$ cat src/rtl/pchr_defs.svh
// Function
// capability id byte always reads 10h
// next pointer byte always reads 00h
// capability version nibble reads 2h
// port type reads 0101b upstream, 0110b downstream
// slot bit resets 0 upstream, 1 downstream; overridable by management
// interrupt message number reads zero
// payload codes 000b=128, 001b=256, 010b=512; others reserved
// payload supported resets 001b, overridable by management, max 512
// phantom functions field reads 00b
// extended tag bit reads zero
// L0s acceptable latency resets 000b
// L1 acceptable latency resets 000b
// role-based error bit resets one, overridable by management
// upstream slot power value loaded from message, else zero
// upstream slot power scale loaded from message, else zero
// writes to header and capability words change nothing; reserved bits read zero
// control payload writes above supported size clamp to supported
`ifndef PCHR_DEFS_SVH
`define PCHR_DEFS_SVH
`define PCHR_OFS_CAPHDR 12'h0c0
`define PCHR_OFS_DEVCAP 12'h0c4
`define PCHR_OFS_DEVCTL 12'h0c8
`define PCHR_OFS_OVR 12'h100
`define PCHR_CAP_ID 8'h10
`define PCHR_NEXT_PTR 8'h00
`define PCHR_CAP_VER 4'h2
`define PCHR_TYPE_UP 4'h5
`define PCHR_TYPE_DN 4'h6
`define PCHR_MSG_NUM 5'h00
`define PCHR_MPS_RST 3'h1
`define PCHR_MPS_MAX 3'h2
`define PCHR_CTL_MPS_RST 3'h0
`define PCHR_RBER_RST 1'h1
`define PCHR_SLOT_UP_RST 1'h0
`define PCHR_SLOT_DN_RST 1'h1
`define PCHR_LAT_RST 3'h0
`define PCHR_SPL_VAL_RST 8'h00
`define PCHR_SPL_SCL_RST 2'h0
`define PCHR_POS_ID 0
`define PCHR_POS_NEXT 8
`define PCHR_POS_VER 16
`define PCHR_POS_TYPE 20
`define PCHR_POS_SLOT 24
`define PCHR_POS_MSG 25
`define PCHR_POS_PHAN 3
`define PCHR_POS_ETAG 5
`define PCHR_POS_L0S 6
`define PCHR_POS_L1 9
`define PCHR_POS_RBER 15
`define PCHR_POS_SPLV 18
`define PCHR_POS_SPLS 26
`define PCHR_POS_CMPS 5
`endif

$ cat src/rtl/pchr_pkg.sv
`include "pchr_defs.svh"
package pchr_pkg;
	typedef logic [2:0] pchr_mps_t;
	typedef logic [11:0] pchr_addr_t;
	typedef enum logic [1:0] {
		PCHR_IDLE = 2'h0,
		PCHR_ACCESS = 2'h1
	} pchr_state_e;
	// payload code is legal when one of the three defined encodings
	function automatic logic pchr_mps_legal(input pchr_mps_t code);
		pchr_mps_legal = (code <= `PCHR_MPS_MAX);
	endfunction
endpackage

$ cat src/rtl/pchr_pwr_capture.sv
`timescale 1ns/100ps
`include "pchr_defs.svh"
module pchr_pwr_capture (
	input wire logic core_clk, // core clock
	input wire logic rst_n, // async reset, low active
	input wire logic clkEn, // freezes state when low
	input wire logic isUpstream, // port role
	input wire logic splValid, // set slot power message received
	input wire logic [7:0] splValue, // message value byte
	input wire logic [1:0] splScale, // message scale
	output logic [7:0] capValue, // captured value
	output logic [1:0] capScale // captured scale
);
	logic [7:0] capValue_r;
	logic [1:0] capScale_r;
	// capture only on upstream port
	always_ff @(posedge core_clk or negedge rst_n) begin
		if (!rst_n) begin
			capValue_r <= `PCHR_SPL_VAL_RST;
			capScale_r <= `PCHR_SPL_SCL_RST;
		end else if (clkEn && splValid && isUpstream) begin
			capValue_r <= splValue;
			capScale_r <= splScale;
		end
	end
	assign capValue = capValue_r;
	assign capScale = capScale_r;
endmodule

$ cat src/rtl/pchr_cap_regs.sv
`timescale 1ns/100ps
`include "pchr_defs.svh"
module pchr_cap_regs (
	input wire logic core_clk, // core clock
	input wire logic rst_n, // async reset, low active
	input wire logic clkEn, // freezes state when low
	input wire logic isUpstream, // port role, from same-clock logic
	input wire logic psel, // apb select
	input wire logic penable, // apb enable
	input wire logic pwrite, // apb direction
	input wire logic [11:0] paddr, // apb byte address
	input wire logic [31:0] pwdata, // apb write data
	output logic [31:0] prdata, // apb read data
	output logic pready, // apb ready
	output logic pslverr, // apb error
	input wire logic ovrValid, // management override load strobe
	input wire logic ovrSlot, // override slot implemented
	input wire logic [2:0] ovrMps, // override payload supported
	input wire logic ovrRber, // override role-based error bit
	input wire logic splValid, // slot power message strobe
	input wire logic [7:0] splValue, // message value byte
	input wire logic [1:0] splScale, // message scale
	output logic [2:0] ctlMps // effective control payload size
);
	logic slot_r;
	logic [2:0] mps_r;
	logic rber_r;
	logic [2:0] ctlMps_r;
	logic [31:0] prdata_r;
	logic pslverr_r;
	logic roleSeen_r;
	logic [7:0] capValue;
	logic [1:0] capScale;
	logic [31:0] hdrWord;
	logic [31:0] capWord;
	logic [31:0] ovrWord;
	logic [31:0] rdMux;
	logic rdHit;
	logic access;
	pchr_pkg::pchr_mps_t wrMps;

	// clamp a written payload size to the advertised limit
	function automatic logic [2:0] clampMps(input logic [2:0] req,
		input logic [2:0] lim);
		clampMps = (req > lim) ? lim : req;
	endfunction

	pchr_pwr_capture u_pwr (
		.core_clk(core_clk),
		.rst_n(rst_n),
		.clkEn(clkEn),
		.isUpstream(isUpstream),
		.splValid(splValid),
		.splValue(splValue),
		.splScale(splScale),
		.capValue(capValue),
		.capScale(capScale)
	);

	assign access = psel && penable && clkEn;
	assign pready = 1'b1;

	// slot default follows role once reset is released
	always_ff @(posedge core_clk or negedge rst_n) begin
		if (!rst_n) begin
			slot_r <= `PCHR_SLOT_UP_RST;
			roleSeen_r <= 1'b0;
		end else if (clkEn) begin
			if (ovrValid) begin
				slot_r <= ovrSlot;
				roleSeen_r <= 1'b1;
			end else if (!roleSeen_r) begin
				slot_r <= isUpstream ? `PCHR_SLOT_UP_RST :
					`PCHR_SLOT_DN_RST;
				roleSeen_r <= 1'b1;
			end
		end
	end

	// management-loadable defaults, illegal payload codes ignored
	always_ff @(posedge core_clk or negedge rst_n) begin
		if (!rst_n) begin
			mps_r <= `PCHR_MPS_RST;
			rber_r <= `PCHR_RBER_RST;
		end else if (clkEn && ovrValid) begin
			if (pchr_pkg::pchr_mps_legal(ovrMps)) begin
				mps_r <= ovrMps;
			end
			rber_r <= ovrRber;
		end
	end

	// control payload size with clamping on write
	assign wrMps = pwdata[`PCHR_POS_CMPS +: 3];
	always_ff @(posedge core_clk or negedge rst_n) begin
		if (!rst_n) begin
			ctlMps_r <= `PCHR_CTL_MPS_RST;
		end else if (clkEn) begin
			if (access && pwrite && paddr == `PCHR_OFS_DEVCTL) begin
				ctlMps_r <= clampMps(wrMps, mps_r);
			end else if (ctlMps_r > mps_r) begin
				ctlMps_r <= mps_r;
			end
		end
	end
	assign ctlMps = ctlMps_r;

	// capability header word
	always_comb begin
		hdrWord = 32'h0;
		hdrWord[`PCHR_POS_ID +: 8] = `PCHR_CAP_ID;
		hdrWord[`PCHR_POS_NEXT +: 8] = `PCHR_NEXT_PTR;
		hdrWord[`PCHR_POS_VER +: 4] = `PCHR_CAP_VER;
		hdrWord[`PCHR_POS_TYPE +: 4] = isUpstream ? `PCHR_TYPE_UP :
			`PCHR_TYPE_DN;
		hdrWord[`PCHR_POS_SLOT] = slot_r;
		hdrWord[`PCHR_POS_MSG +: 5] = `PCHR_MSG_NUM;
	end

	// device capabilities word
	always_comb begin
		capWord = 32'h0;
		capWord[2:0] = mps_r;
		capWord[`PCHR_POS_PHAN +: 2] = 2'h0;
		capWord[`PCHR_POS_ETAG] = 1'b0;
		capWord[`PCHR_POS_L0S +: 3] = `PCHR_LAT_RST;
		capWord[`PCHR_POS_L1 +: 3] = `PCHR_LAT_RST;
		capWord[`PCHR_POS_RBER] = rber_r;
		capWord[`PCHR_POS_SPLV +: 8] = capValue;
		capWord[`PCHR_POS_SPLS +: 2] = capScale;
	end

	// read decode; control word shows payload field only
	always_comb begin
		ovrWord = 32'h0;
		ovrWord[`PCHR_POS_CMPS +: 3] = ctlMps_r;
		rdHit = 1'b1;
		unique case (paddr)
			`PCHR_OFS_CAPHDR: rdMux = hdrWord;
			`PCHR_OFS_DEVCAP: rdMux = capWord;
			`PCHR_OFS_DEVCTL: rdMux = ovrWord;
			default: begin
				rdMux = 32'h0;
				rdHit = 1'b0;
			end
		endcase
	end

	// registered read data and error; writes to cap words dropped
	always_ff @(posedge core_clk or negedge rst_n) begin
		if (!rst_n) begin
			prdata_r <= 32'h0;
			pslverr_r <= 1'b0;
		end else if (clkEn && psel && !penable) begin
			prdata_r <= pwrite ? 32'h0 : rdMux;
			pslverr_r <= !rdHit;
		end
	end
	assign prdata = prdata_r;
	assign pslverr = pslverr_r;
endmodule

$ cat config.mk
export PLATFORM = sky130hd
export DESIGN_NAME = pchr_cap_regs
export DESIGN_NICKNAME = d
export VERILOG_FILES = /design/src/rtl/pchr_pkg.sv /design/src/rtl/pchr_pwr_capture.sv /design/src/rtl/pchr_cap_regs.sv
export VERILOG_INCLUDE_DIRS = /design/src /design/src/rtl
export SDC_FILE = /design/constraint.sdc
export NUM_CORES = 1
export LEC_CHECK = 0
export ABC_AREA = 1
export BUFFER_PORTS_ARGS = -buffer_cell sky130_fd_sc_hd__buf_4
export CAP_MARGIN = 20
export CORE_MARGIN = 5
export CORE_UTILIZATION = 45
export DETAILED_ROUTE_END_ITERATION = 8
export GPL_ROUTABILITY_DRIVEN = 0
export PLACE_DENSITY = 0.92
export SETUP_SLACK_MARGIN = 0.5
export SYNTH_ARGS = -nofsm -noshare
export SYNTH_HDL_FRONTEND = slang
export SYNTH_SLANG_ARGS = --single-unit
$ cat constraint.sdc
create_clock -name core_clk -period 1.9 [get_ports core_clk]
set_input_delay 0 -clock core_clk [delete_from_list [all_inputs] [get_ports core_clk]]
set_output_delay 0 -clock core_clk [all_outputs]
set_load 0.005 [all_outputs]
==> insert_results.sql, run 1 <==
INSERT INTO impl_metrics (metric_group, metric, value, unit) VALUES
('power', 'vdd_drop_max', '0.000578', 'V'),
('synthesis', 'yosysWarnings', '0', ''),
('power', 'p_per_area', '817', 'nW/um^2'),
('placement', 'post-place-cells', '347', ''),
('critical_path', 'reg2reg_to', 'ctlMps[2]', ''),
('sta', 'max_clock_freq', '0.691', 'GHz'),
('final_layout', 'final.fill_count', '352', ''),
('routing', 'dr_total_vias', '1818', ''),
('clock_tree', 'clkLatencyLatePin', '0.29', 'ns'),
('floorplan', 'die_width', '76.8', 'microns'),
('flow_run', 'max_cap_violations', '0', ''),
('critical_path', 'r2r_cells', '11', ''),
('critical_path', 'reg2reg_setup_slack', '0.45', 'ns'),
('sta', 'final_max_slew_viol_count', '0', ''),
('clock_tree', 'clk_sink_count', '38', ''),
('sta', 'setup_tns', '0', 'ns'),
('critical_path', 'worstReg2RegStart', 'mps_r[1]', ''),
('sta', 'setup_viol_count_final', '0', ''),
('placement', 'post_dp_cell_area', '2450', 'sq um'),
('critical_path', 'critical_path_peak_fanout', '4', ''),
('routing', 'vias_per_cell', '4.78', ''),
('final_layout', 'fin_util', '66.0', '%'),
('floorplan', 'die_height', '76.8', 'microns'),
('final_layout', 'fin_nets', '402', ''),
('final_layout', 'syn2layout_area_growth', '43.2', '%'),
('sta', 'slew-limit-headroom', '63.6', '%'),
('sta', 'final.min_clock_period', '1.45', 'ns'),
('final_layout', 'layout_common_cells', '87 x sky130_fd_sc_hd__nand2_1, 71 x sky130_fd_sc_hd__buf_4, 36 x sky130_fd_sc_hd__dfrtp_1', ''),
('synthesis', 'syn-mean-instance-area', '8.36', 'sq um'),
('synthesis', 'synth.distinct_cells', '24', ''),
('clock_tree', 'clock-root-buffer', 'sky130_fd_sc_hd__clkbuf_8', ''),
('hold_path', 'timing.hold.worst_path_depth', '3', ''),
('floorplan', 'num_rows', '24', ''),
('sta', 'hold_viol_final', '0', ''),
('global_routing', 'grt_usage', '17.9', '%'),
('clock_tree', 'cts_buffers', '5', ''),
('final_layout', 'layout-drive-gt1-share', '35.4', '%'),
('critical_path', 'cp.arrival', '1.62', 'ns'),
('critical_path', 'critical_path_class', 'reg -> reg', ''),
('routing', 'wire_per_inst', '13.3', 'microns'),
('final_layout', 'num_antenna_cells', '0', ''),
('routing', 'route.detailed.drc', '0', ''),
('synthesis', 'synth_seq_cells', '38', ''),
('synthesis', 'netlist_instances', '240', ''),
('final_layout', 'final_common_cell', 'sky130_fd_sc_hd__nand2_1', ''),
('final_layout', 'final-instance-count-excl-fill', '380', ''),
('sta', 'fin_crit_sh', '76.1', '%'),
('final_layout', 'layout.cell_area.non_filler', '2870', 'sq um'),
('global_routing', 'grt_start_max_net_pins', '39', ''),
('global_routing', 'grt_first_pass_wirelength', '8.63', 'mm'),
('synthesis', 'synth.yosys.seq_area_share', '47.5', '%'),
('clock_tree', 'cts-root-to-sink-buffers', '2', ''),
('global_routing', 'grt-ovfl-total', '0', ''),
('clock_tree', 'tritoncts_clock_tree', 'yes', ''),
('global_routing', 'via_count_of_the_first_global_routing_pass', '1940', ''),
('run_status', 'status', 'finished, final reports clean', ''),
('global_routing', 'antenna_found_initial', '0', ''),
('floorplan', 'fp.coreArea', '4350', 'sq um'),
('placement', 'place.port_buffers', '61', ''),
('floorplan', 'design.portCount', '105', ''),
('placement', 'dp_hpwl', '3.44', 'mm'),
('hold_path', 'timing.hold.worst_endpoint', 'mps_r[2]', ''),
('sta', 'skew', '0.00665', 'ns'),
('floorplan', 'die_area', '5900', 'sq um'),
('critical_path', 'worst-endpoint-required', '2.08', 'ns'),
('routing', 'drt_wl_total', '5.05', 'mm'),
('floorplan', 'start_util', '46.1', '%'),
('routing', 'post_route_ant_nets', '0', ''),
('synthesis', 'netlist_area', '2010', 'sq um'),
('critical_path', 'crit_path_start_kind', 'flop', ''),
('sta', 'worst_pin_slew', '0.545', 'ns'),
('sta', 'unrepaired_setup_endpoints_after_global_routing', 'yes', ''),
('power', 'power.leakage', '1.56', 'nW'),
('clock_tree', 'cts.htree.levels', '2', ''),
('routing', 'drtIter0Drc', '86', ''),
('hold_path', 'holdCritPathClass', 'in -> reg', ''),
('clock_tree', 'clk_pin_slew_worst_paths', '0.07', 'ns'),
('hold_path', 'hold_start', 'ovrMps[2]', ''),
('routing', 'first_pass_iters', '4', ''),
('critical_path', 'cp-end-kind', 'flop', '');
cell usage after synthesis:
library cell / n / share of area [%]
sky130_fd_sc_hd__dfstp_2: 2 / 2.6
sky130_fd_sc_hd__dfrtp_1: 36 / 45
sky130_fd_sc_hd__mux2_2: 10 / 5.6
sky130_fd_sc_hd__buf_4: 15 / 5.6
sky130_fd_sc_hd__o21ai_0: 4 / 1.0
sky130_fd_sc_hd__o31ai_1: 1 / 0.37
sky130_fd_sc_hd__nor2_2: 1 / 0.31
sky130_fd_sc_hd__nor2_8: 2 / 2.0
sky130_fd_sc_hd__nand2_1: 91 / 17
sky130_fd_sc_hd__conb_1: 2 / 0.37
sky130_fd_sc_hd__nor3_1: 1 / 0.25
sky130_fd_sc_hd__nand4_1: 1 / 0.31
sky130_fd_sc_hd__buf_2: 3 / 0.75
sky130_fd_sc_hd__inv_4: 1 / 0.31
sky130_fd_sc_hd__inv_1: 19 / 3.6
sky130_fd_sc_hd__nand3_1: 13 / 3.2
sky130_fd_sc_hd__inv_2: 3 / 0.56
sky130_fd_sc_hd__o211ai_1: 2 / 0.75
sky130_fd_sc_hd__or2_2: 1 / 0.31
sky130_fd_sc_hd__o21ai_1: 2 / 0.50
sky130_fd_sc_hd__o21ai_2: 4 / 1.7
sky130_fd_sc_hd__ha_1: 6 / 3.7
sky130_fd_sc_hd__a21oi_1: 7 / 1.7
sky130_fd_sc_hd__nor2_1: 13 / 2.4
repair_timing:
item,CTS,global route
pin swaps,2,1
buffers inserted,7,3
endpoints found under the setup margin,3,3
hold buffers,16,0
resized for setup,11,5
hold endpoints to repair,52,0
gates cloned,0,0
routing by layer:
layer / up-vias / global-route usage (%) / part of all wire (%)
met5: - / 0 / 0
met4: 0 / 5.94 / 1.4
met3: 8 / 7.61 / 12
met2: 83 / 30.9 / 49
met1: 830 / 19.6 / 37
li1: 897 / - / -
worst max-delay path: stages, from the launching register on:
cell and delay (ns):
sky130_fd_sc_hd__dfrtp_1 0.41, sky130_fd_sc_hd__inv_4 0.07, sky130_fd_sc_hd__ha_4 0.27, sky130_fd_sc_hd__nand3_1 0.09, sky130_fd_sc_hd__nand2_2 0.12, sky130_fd_sc_hd__nand2_2 0.08, sky130_fd_sc_hd__nand2_1 0.06, sky130_fd_sc_hd__nand2_1 0.04
sky130_fd_sc_hd__nand2_1 0.05, sky130_fd_sc_hd__nand2_1 0.05, sky130_fd_sc_hd__nand2_1 0.05, sky130_fd_sc_hd__nand2_1 0.05
sequential cells by signal, indices dropped and copies added (netlist names):
signal / flops
u_pwr.capScale: 2
mps_r: 3
roleSeen_r: 1
ctlMps: 3
prdata: 18
u_pwr.capValue: 8
rber_r: 1
slot_r: 1
pslverr: 1
layout make-up:
class	count	area, sq um	share of cell area, %
Sequential cell	38	953	33.2
Inverter	23	91.3	3.18
Multi-Input combinational cell	173	958	33.3
Clock buffer	6	82.6	2.87
Tap cell	52	65.1	2.26
Timing Repair Buffer	87	693	24.1
Clock inverter	1	30.0	1.04
worst max path at each step:
stage	startpoint	end	slack, ns	cells past startpoint
after floorplan	mps_r[2]	ctlMps[1]	0.51	11
after global placement	mps_r[2]	ctlMps[1]	0.39	11
after detailed placement	mps_r[2]	ctlMps[2]	0.31	11
after CTS	mps_r[1]	ctlMps[1]	0.51	11
after global routing	mps_r[1]	ctlMps[2]	0.35	11
final	mps_r[1]	ctlMps[2]	0.45	11
through the flow:
| step | worst slack [ns] | total power [mW] | hold slack [ns] |
|---|---|---|---|
| after floorplan | 0.515 | 1.28 | -0.296 |
| after global placement | 0.387 | 1.44 | -0.0153 |
| after detailed placement | 0.314 | 1.49 | -0.00574 |
| after CTS | 0.506 | 2.29 | 0.00322 |
| after global routing | 0.352 | 2.50 | 0.0284 |
| final | 0.454 | 2.35 | 0.00752 |
where the power goes:
part | internal [mW] | leakage, nW | switching [mW]
Sequential | 0.904 | 0.485 | 0.0678
Combinational | 0.352 | 1.02 | 0.331
Clock | 0.420 | 0.0573 | 0.272
Total | 1.68 | 1.56 | 0.671
kinds of logic (layout without fill, tap and decap cells):
family	Yosys count	in the layout	share of synthesized area, %
AOI/OAI and AO/OA	20	20	6.11
adders and majority gates	6	6	3.74
buffers and inverters	41	117	10.8
DFF	38	38	47.5
muxes	10	10	5.61
other	2	14	0.374
and+or+nand+nor	123	123	25.9
No activity file was read; power rests on OpenSTA's default activity.
==> inputs of run 2 (changes only) <==
Settings changed: CORE_UTILIZATION 45 to 41, PLACE_DENSITY 0.92 to 0.89.
Clock period 1.9 ns to 1.2 ns, I/O delays scaled along.
==> insert_results.sql, run 2 (synthesis gave the netlist of run 1 again) <==
INSERT INTO impl_metrics (metric_group, metric, value, unit) VALUES
('run_status', 'status', 'complete, but fails checks', ''),
('run_status', 'violated_checks', 'negative hold slack, negative setup slack', ''),
('clock_tree', 'clkLatencyLatePin', '0.29', 'ns'),
('final_layout', 'final_common_cell', 'sky130_fd_sc_hd__nand2_1', ''),
('power', 'p_per_area', '1240', 'nW/um^2'),
('routing', 'uppermost_routed_layer', 'met4', ''),
('routing', 'post_route_ant_nets', '0', ''),
('critical_path', 'cp_cell_sequence', 'inv_2 > ha_4 > a21oi_2 > nand2_2 > nand2_2 > nand2_1 > nand2_1 > nand2_1 > nand2_1 > nand2_1 > nand2_1', ''),
('power', 'power.leakage', '1.74', 'nW'),
('clock_tree', 'tritoncts_clock_tree', 'yes', ''),
('clock_tree', 'clk_pin_slew_worst_paths', '0.08', 'ns'),
('sta', 'timing.hold.ws', '-0.0668', 'ns'),
('critical_path', 'cp-end-kind', 'flop', ''),
('routing', 'routed-wl-met2', '2.92', 'mm'),
('global_routing', 'grt_usage', '17.1', '%'),
('sta', 'setup_tns', '-0.558', 'ns'),
('floorplan', 'fp.coreArea', '4720', 'sq um'),
('critical_path', 'cp.arrival', '1.62', 'ns'),
('routing', 'route.detailed.drc', '0', ''),
('floorplan', 'num_rows', '25', ''),
('final_layout', 'fin_nets', '409', ''),
('placement', 'post-place-cells', '372', ''),
('critical_path', 'r2r_cells', '11', ''),
('global_routing', 'grt_first_pass_wirelength', '8.63', 'mm'),
('sta', 'final_max_slew_viol_count', '0', ''),
('sta', 'max_clock_freq', '0.719', 'GHz'),
('routing', 'wl_met1', '1.99', 'mm'),
('power', 'vdd_drop_max', '0.000811', 'V'),
('critical_path', 'worst_path_most_repeated_cell', 'sky130_fd_sc_hd__nand2_1', ''),
('hold_path', 'timing.hold.worst_path_depth', '2', ''),
('placement', 'place.port_buffers', '61', ''),
('final_layout', 'layout-drive-gt1-share', '49.1', '%'),
('floorplan', 'die_height', '80.0', 'microns'),
('final_layout', 'largest_register_ffs', '18', ''),
('sta', 'fin_crit_sh', '116', '%'),
('routing', 'met3_length', '379', 'microns'),
('critical_path', 'slowest_stage', 'sky130_fd_sc_hd__dfrtp_1', ''),
('final_layout', 'final-instance-count-excl-fill', '403', ''),
('routing', 'wire_per_inst', '13.3', 'microns'),
('clock_tree', 'clk_sink_count', '38', ''),
('sta', 'setup_viol_count_final', '3', ''),
('routing', 'drt_wl_total', '5.37', 'mm'),
('global_routing', 'antenna_found_initial', '0', ''),
('critical_path', 'max_stage_delay', '0.38', 'ns'),
('final_layout', 'syn2layout_area_growth', '62.3', '%'),
('flow_run', 'max_cap_violations', '0', ''),
('floorplan', 'die_width', '80.0', 'microns'),
('final_layout', 'num_antenna_cells', '0', ''),
('critical_path', 'crit_path_start_kind', 'flop', ''),
('clock_tree', 'cts_buffers', '5', ''),
('global_routing', 'grt-ovfl-total', '0', ''),
('final_layout', 'final.fill_count', '377', ''),
('global_routing', 'grt_start_max_net_pins', '39', ''),
('sta', 'unrepaired_setup_endpoints_after_global_routing', 'yes', ''),
('sta', 'skew', '0.00952', 'ns'),
('sta', 'final.min_clock_period', '1.39', 'ns'),
('sta', 'final_critical_path_setup_slack', '-0.190', 'ns'),
('floorplan', 'start_util', '42.5', '%'),
('clock_tree', 'cts.htree.levels', '2', ''),
('clock_tree', 'clock-root-buffer', 'sky130_fd_sc_hd__clkbuf_8', ''),
('global_routing', 'via_count_of_the_first_global_routing_pass', '1947', ''),
('floorplan', 'design.portCount', '105', ''),
('routing', 'vias_per_cell', '4.66', ''),
('hold_path', 'holdCritPathClass', 'in -> reg', ''),
('routing', 'dr_total_vias', '1879', ''),
('clock_tree', 'cts-root-to-sink-buffers', '2', ''),
('placement', 'dp_hpwl', '3.78', 'mm'),
('routing', 'first_pass_iters', '4', ''),
('sta', 'hold_viol_final', '12', ''),
('critical_path', 'worst-endpoint-required', '1.43', 'ns'),
('floorplan', 'die_area', '6390', 'sq um'),
('final_layout', 'layout_common_cells', '71 x sky130_fd_sc_hd__nand2_1, 46 x sky130_fd_sc_hd__buf_4, 42 x sky130_fd_sc_hd__buf_6', ''),
('critical_path', 'critical_path_class', 'reg -> reg', ''),
('critical_path', 'critical_path_peak_fanout', '4', ''),
('routing', 'drtIter0Drc', '68', '');
-- run 2: cell count changes in the layout (fill, tap and decap cells not counted), moves of 10 or more --
cell	previous run	this run
sky130_fd_sc_hd__buf_6	0	42
sky130_fd_sc_hd__buf_4	71	46
sky130_fd_sc_hd__nand2_1	87	71
sky130_fd_sc_hd__nand2_2	4	18
sky130_fd_sc_hd__dlygate4sd3_1	16	4
sky130_fd_sc_hd__mux2_2	10	0
sky130_fd_sc_hd__mux2_4	0	10
-- run 2: critical path: cells and delay by family (launching register included) --
kind            cells  cell delay [ns]
compound gates      1             0.13
fa+ha+maj           1             0.23
buf+inv             1             0.12
flops               1             0.38
simple gates        8             0.49
-- run 2: per-stage QoR --
stage                     power [mW]  cell area [sq um]  setup WS (ns)  utilization, %  hold WS [ns]
after floorplan                 2.15               2240         -0.110               -        -0.296
after global placement          2.56               2730         -0.139            57.7       -0.0155
after detailed placement        2.60               2730         -0.199            57.7      -0.00769
after CTS                       3.97               3160         -0.196            67.0       -0.0711
after global routing            4.29               3260         -0.320            69.0       -0.0705
final                           4.04               3260         -0.190            69.0       -0.0668
-- run 2: final cells by class --
class	count	area [sq um]	area share (%)
Sequential cell	38	953	29.3
Inverter	23	93.8	2.88
Tap cell	67	83.8	2.57
Clock buffer	7	86.3	2.65
Clock inverter	1	30.0	0.922
Multi-Input combinational cell	173	1120	34.3
Timing Repair Buffer	94	893	27.4
-- run 2: per-layer routing --
layer / vias to the layer above / global-route usage (%)
met5: - / 0
met4: 0 / 4.73
met3: 10 / 3.84
met2: 71 / 31.8
met1: 880 / 19.4
li1: 918 / -
-- run 2: final timing paths --
kind / start / to / slack, ns
hold / removal: splValue[3] / u_pwr.capValue[3] / -0.07
hold reg to reg: u_pwr.capValue[1] / prdata[19] / 0.49
setup reg to reg: mps_r[2] / ctlMps[1] / -0.19
setup / recovery: mps_r[2] / ctlMps[1] / -0.19
max in group asynchronous: rst_n / mps_r[0] / 0.59
min in group asynchronous: rst_n / prdata[17] / 0.23
-- run 2: power breakdown --
group	internal, mW	total [mW]	switching [mW]
clock	0.678	1.12	0.439
combinational	0.797	1.39	0.589
sequential	1.43	1.54	0.109
total	2.91	4.04	1.14
-- run 2: repair_timing --
item,4_1_cts,5_1_grt
pin swaps,18,7
hold buffers,4,2
hold endpoints to repair,52,14
resized for setup,47,24
buffers inserted,16,3
setup endpoints to repair,50,59
==> inputs of run 3 (changes only) <==
Settings changed: MAX_ROUTING_LAYER from default to met4, TNS_END_PERCENT from default to 100.
==> insert_results.sql, run 3 (synthesis gave the netlist of run 1 again) <==
INSERT INTO impl_metrics (metric_group, metric, value, unit) VALUES
('power', 'netSwitchingPower', '1.14', 'mW'),
('critical_path', 'cp_cell_sequence', 'inv_2 > ha_4 > a21oi_2 > nand2_2 > nand2_2 > nand2_1 > nand2_1 > nand2_1 > nand2_1 > nand2_1 > nand2_1', ''),
('clock_tree', 'clkLatencyLatePin', '0.29', 'ns'),
('critical_path', 'crit_path_start_kind', 'flop', ''),
('sta', 'final_max_slew_viol_count', '0', ''),
('sta', 'unrepaired_setup_endpoints_after_global_routing', 'yes', ''),
('final_layout', 'largest_register_ffs', '18', ''),
('sta', 'timing.hold.ws', '-0.0673', 'ns'),
('clock_tree', 'clock-root-buffer', 'sky130_fd_sc_hd__clkbuf_8', ''),
('sta', 'final_critical_path_setup_slack', '-0.187', 'ns'),
('critical_path', 'r2r_cells', '11', ''),
('critical_path', 'cp_top_family', 'simple AND/OR/NAND/NOR gates', ''),
('final_layout', 'layout_common_cells', '71 x sky130_fd_sc_hd__nand2_1, 46 x sky130_fd_sc_hd__buf_4, 42 x sky130_fd_sc_hd__buf_6', ''),
('global_routing', 'via_count_of_the_first_global_routing_pass', '1946', ''),
('global_routing', 'grt_start_max_net_pins', '39', ''),
('final_layout', 'fin_nets', '409', ''),
('power', 'vdd_drop_max', '0.000813', 'V'),
('critical_path', 'worst-endpoint-required', '1.43', 'ns'),
('power', 'p_per_area', '1240', 'nW/um^2'),
('critical_path', 'max_stage_delay', '0.38', 'ns'),
('floorplan', 'die_height', '80.0', 'microns'),
('clock_tree', 'cts_buffers', '5', ''),
('run_status', 'violated_checks', 'negative hold slack, negative setup slack', ''),
('run_status', 'status', 'complete, but fails checks', ''),
('placement', 'post_dp_cell_area', '2730', 'sq um'),
('hold_path', 'holdCritPathClass', 'in -> reg', ''),
('global_routing', 'grt_usage', '17.6', '%'),
('sta', 'setup_viol_count_final', '3', ''),
('clock_tree', 'tritoncts_clock_tree', 'yes', ''),
('clock_tree', 'clk_pin_slew_worst_paths', '0.08', 'ns'),
('placement', 'detailedPlace.worstSlack', '-0.199', 'ns'),
('routing', 'wire_per_inst', '13.3', 'microns'),
('critical_path', 'reg2reg_to', 'ctlMps[0]', ''),
('critical_path', 'critical_path_buffer_and_inverter_count', '1', ''),
('power', 'power_switching_share', '28.2', '%'),
('sta', 'skew', '0.0103', 'ns'),
('power', 'fin_total_pwr', '4.05', 'mW'),
('routing', 'dr_total_vias', '1876', ''),
('critical_path', 'slowest_stage', 'sky130_fd_sc_hd__dfrtp_1', ''),
('placement', 'place.port_buffers', '61', ''),
('final_layout', 'final_common_cell', 'sky130_fd_sc_hd__nand2_1', ''),
('floorplan', 'fp.coreArea', '4720', 'sq um'),
('sta', 'fin_crit_sh', '116', '%'),
('floorplan', 'die_width', '80.0', 'microns'),
('floorplan', 'die_area', '6390', 'sq um'),
('power', 'combinationalPowerShare', '34.3', '%'),
('sta', 'final.min_clock_period', '1.39', 'ns'),
('flow_run', 'max_cap_violations', '0', ''),
('sta', 'max_clock_freq', '0.721', 'GHz'),
('placement', 'dp_hpwl', '3.78', 'mm'),
('final_layout', 'syn2layout_area_growth', '62.3', '%'),
('routing', 'drtIter0Drc', '67', ''),
('critical_path', 'cp.depth', '11', ''),
('critical_path', 'reg2reg_setup_slack', '-0.19', 'ns'),
('clock_tree', 'clk_sink_count', '38', ''),
('global_routing', 'antenna_found_initial', '0', ''),
('final_layout', 'layout-drive-gt1-share', '49.1', '%'),
('critical_path', 'cp-end-kind', 'flop', ''),
('sta', 'setup_tns', '-0.556', 'ns'),
('critical_path', 'cp.arrival', '1.61', 'ns'),
('critical_path', 'critical_path_peak_fanout', '4', ''),
('routing', 'post_route_ant_nets', '0', ''),
('critical_path', 'worst_path_most_repeated_cell', 'sky130_fd_sc_hd__nand2_1', ''),
('critical_path', 'critical_path.startpoint', 'mps_r[2]', ''),
('clock_tree', 'cts.htree.levels', '2', ''),
('floorplan', 'start_util', '42.5', '%'),
('final_layout', 'layout.cell_area.non_filler', '3260', 'sq um'),
('power', 'power.leakage', '1.74', 'nW'),
('routing', 'drt_wl_total', '5.37', 'mm'),
('critical_path', 'crit_path_end', 'ctlMps[0]', ''),
('power', 'power_frac_clock', '27.6', '%'),
('floorplan', 'design.portCount', '105', ''),
('global_routing', 'grt_first_pass_wirelength', '8.66', 'mm'),
('power', 'power.share.sequential', '38.1', '%'),
('routing', 'vias_per_cell', '4.66', ''),
('global_routing', 'grt-ovfl-total', '0', ''),
('floorplan', 'num_rows', '25', ''),
('critical_path', 'critical_path_class', 'reg -> reg', ''),
('routing', 'first_pass_iters', '4', ''),
('final_layout', 'num_antenna_cells', '0', ''),
('critical_path', 'worstReg2RegStart', 'mps_r[2]', ''),
('sta', 'hold_viol_final', '12', ''),
('routing', 'route.detailed.drc', '0', ''),
('clock_tree', 'cts-root-to-sink-buffers', '2', ''),
('power', 'p_int', '2.91', 'mW');
-- run 3: cell counts in the layout (fill, tap and decap cells not counted) --
Identical to the previous run, type by type.
-- run 3: how the worst min path moves through the flow --
| stage | start | end | slack, ns | cells after the start |
|---|---|---|---|---|
| 2_1_floorplan | rst_n | ctlMps[0] | -0.30 | 0 |
| 3_3_place_gp | rst_n | prdata[21] | -0.02 | 1 |
| 3_5_place_dp | rst_n | prdata[17] | -0.008 | 1 |
| 4_1_cts | splValue[3] | u_pwr.capValue[3] | -0.07 | 2 |
| 5_1_grt | splScale[0] | u_pwr.capScale[0] | -0.07 | 2 |
| 6_report | splValue[3] | u_pwr.capValue[3] | -0.07 | 2 |
-- run 3: per-layer routing --
metal	up-vias	wire, microns	GRT usage, %
li1	916	-	-
met1	885	2030	19.5
met2	65	2910	31.9
met3	10	356	3.84
met4	0	71	4.73
met5	-	0	-
-- run 3: worst reg2reg max path, delay by kind of cell, from the launching register on --
family	cells	cell delay, ns
AOI/OAI and AO/OA	1	0.13
adders and majority gates	1	0.23
buffers and inverters	1	0.12
DFF	1	0.38
and+or+nand+nor	8	0.48
-- run 3: stage by stage --
stage,util (%),instances
6_report,69.0,403
5_1_grt,69.0,403
2_1_floorplan,-,252
4_1_cts,67.0,400
3_3_place_gp,57.7,372
3_5_place_dp,57.7,372
-- run 3: cell type report --
type,instances,area [sq um]
Clock buffer,7,86.3
Multi-Input combinational cell,173,1120
Fill cell,377,1470
Timing Repair Buffer,94,893
Sequential cell,38,953
Inverter,23,93.8
Clock inverter,1,30.0
Tap cell,67,83.8
-- run 3: timing repair --
item / 4_1_cts / 5_1_grt
buffers inserted: 16 / 3
endpoints found under the setup margin: 50 / 59
pin swaps: 18 / 7
gates resized for setup: 47 / 24
hold buffers: 4 / 2
endpoints found under the hold margin: 52 / 14
-- run 3: power by group through the flow --
| stage | clock (mW) | combinational, mW | sequential, mW |
|---|---|---|---|
| floorplan | 0 | 0.597 | 1.55 |
| global placement | 0 | 1.02 | 1.54 |
| detailed placement | 0 | 1.05 | 1.55 |
| CTS | 1.13 | 1.30 | 1.54 |
| global route | 1.20 | 1.52 | 1.56 |
| finish | 1.12 | 1.39 | 1.54 |
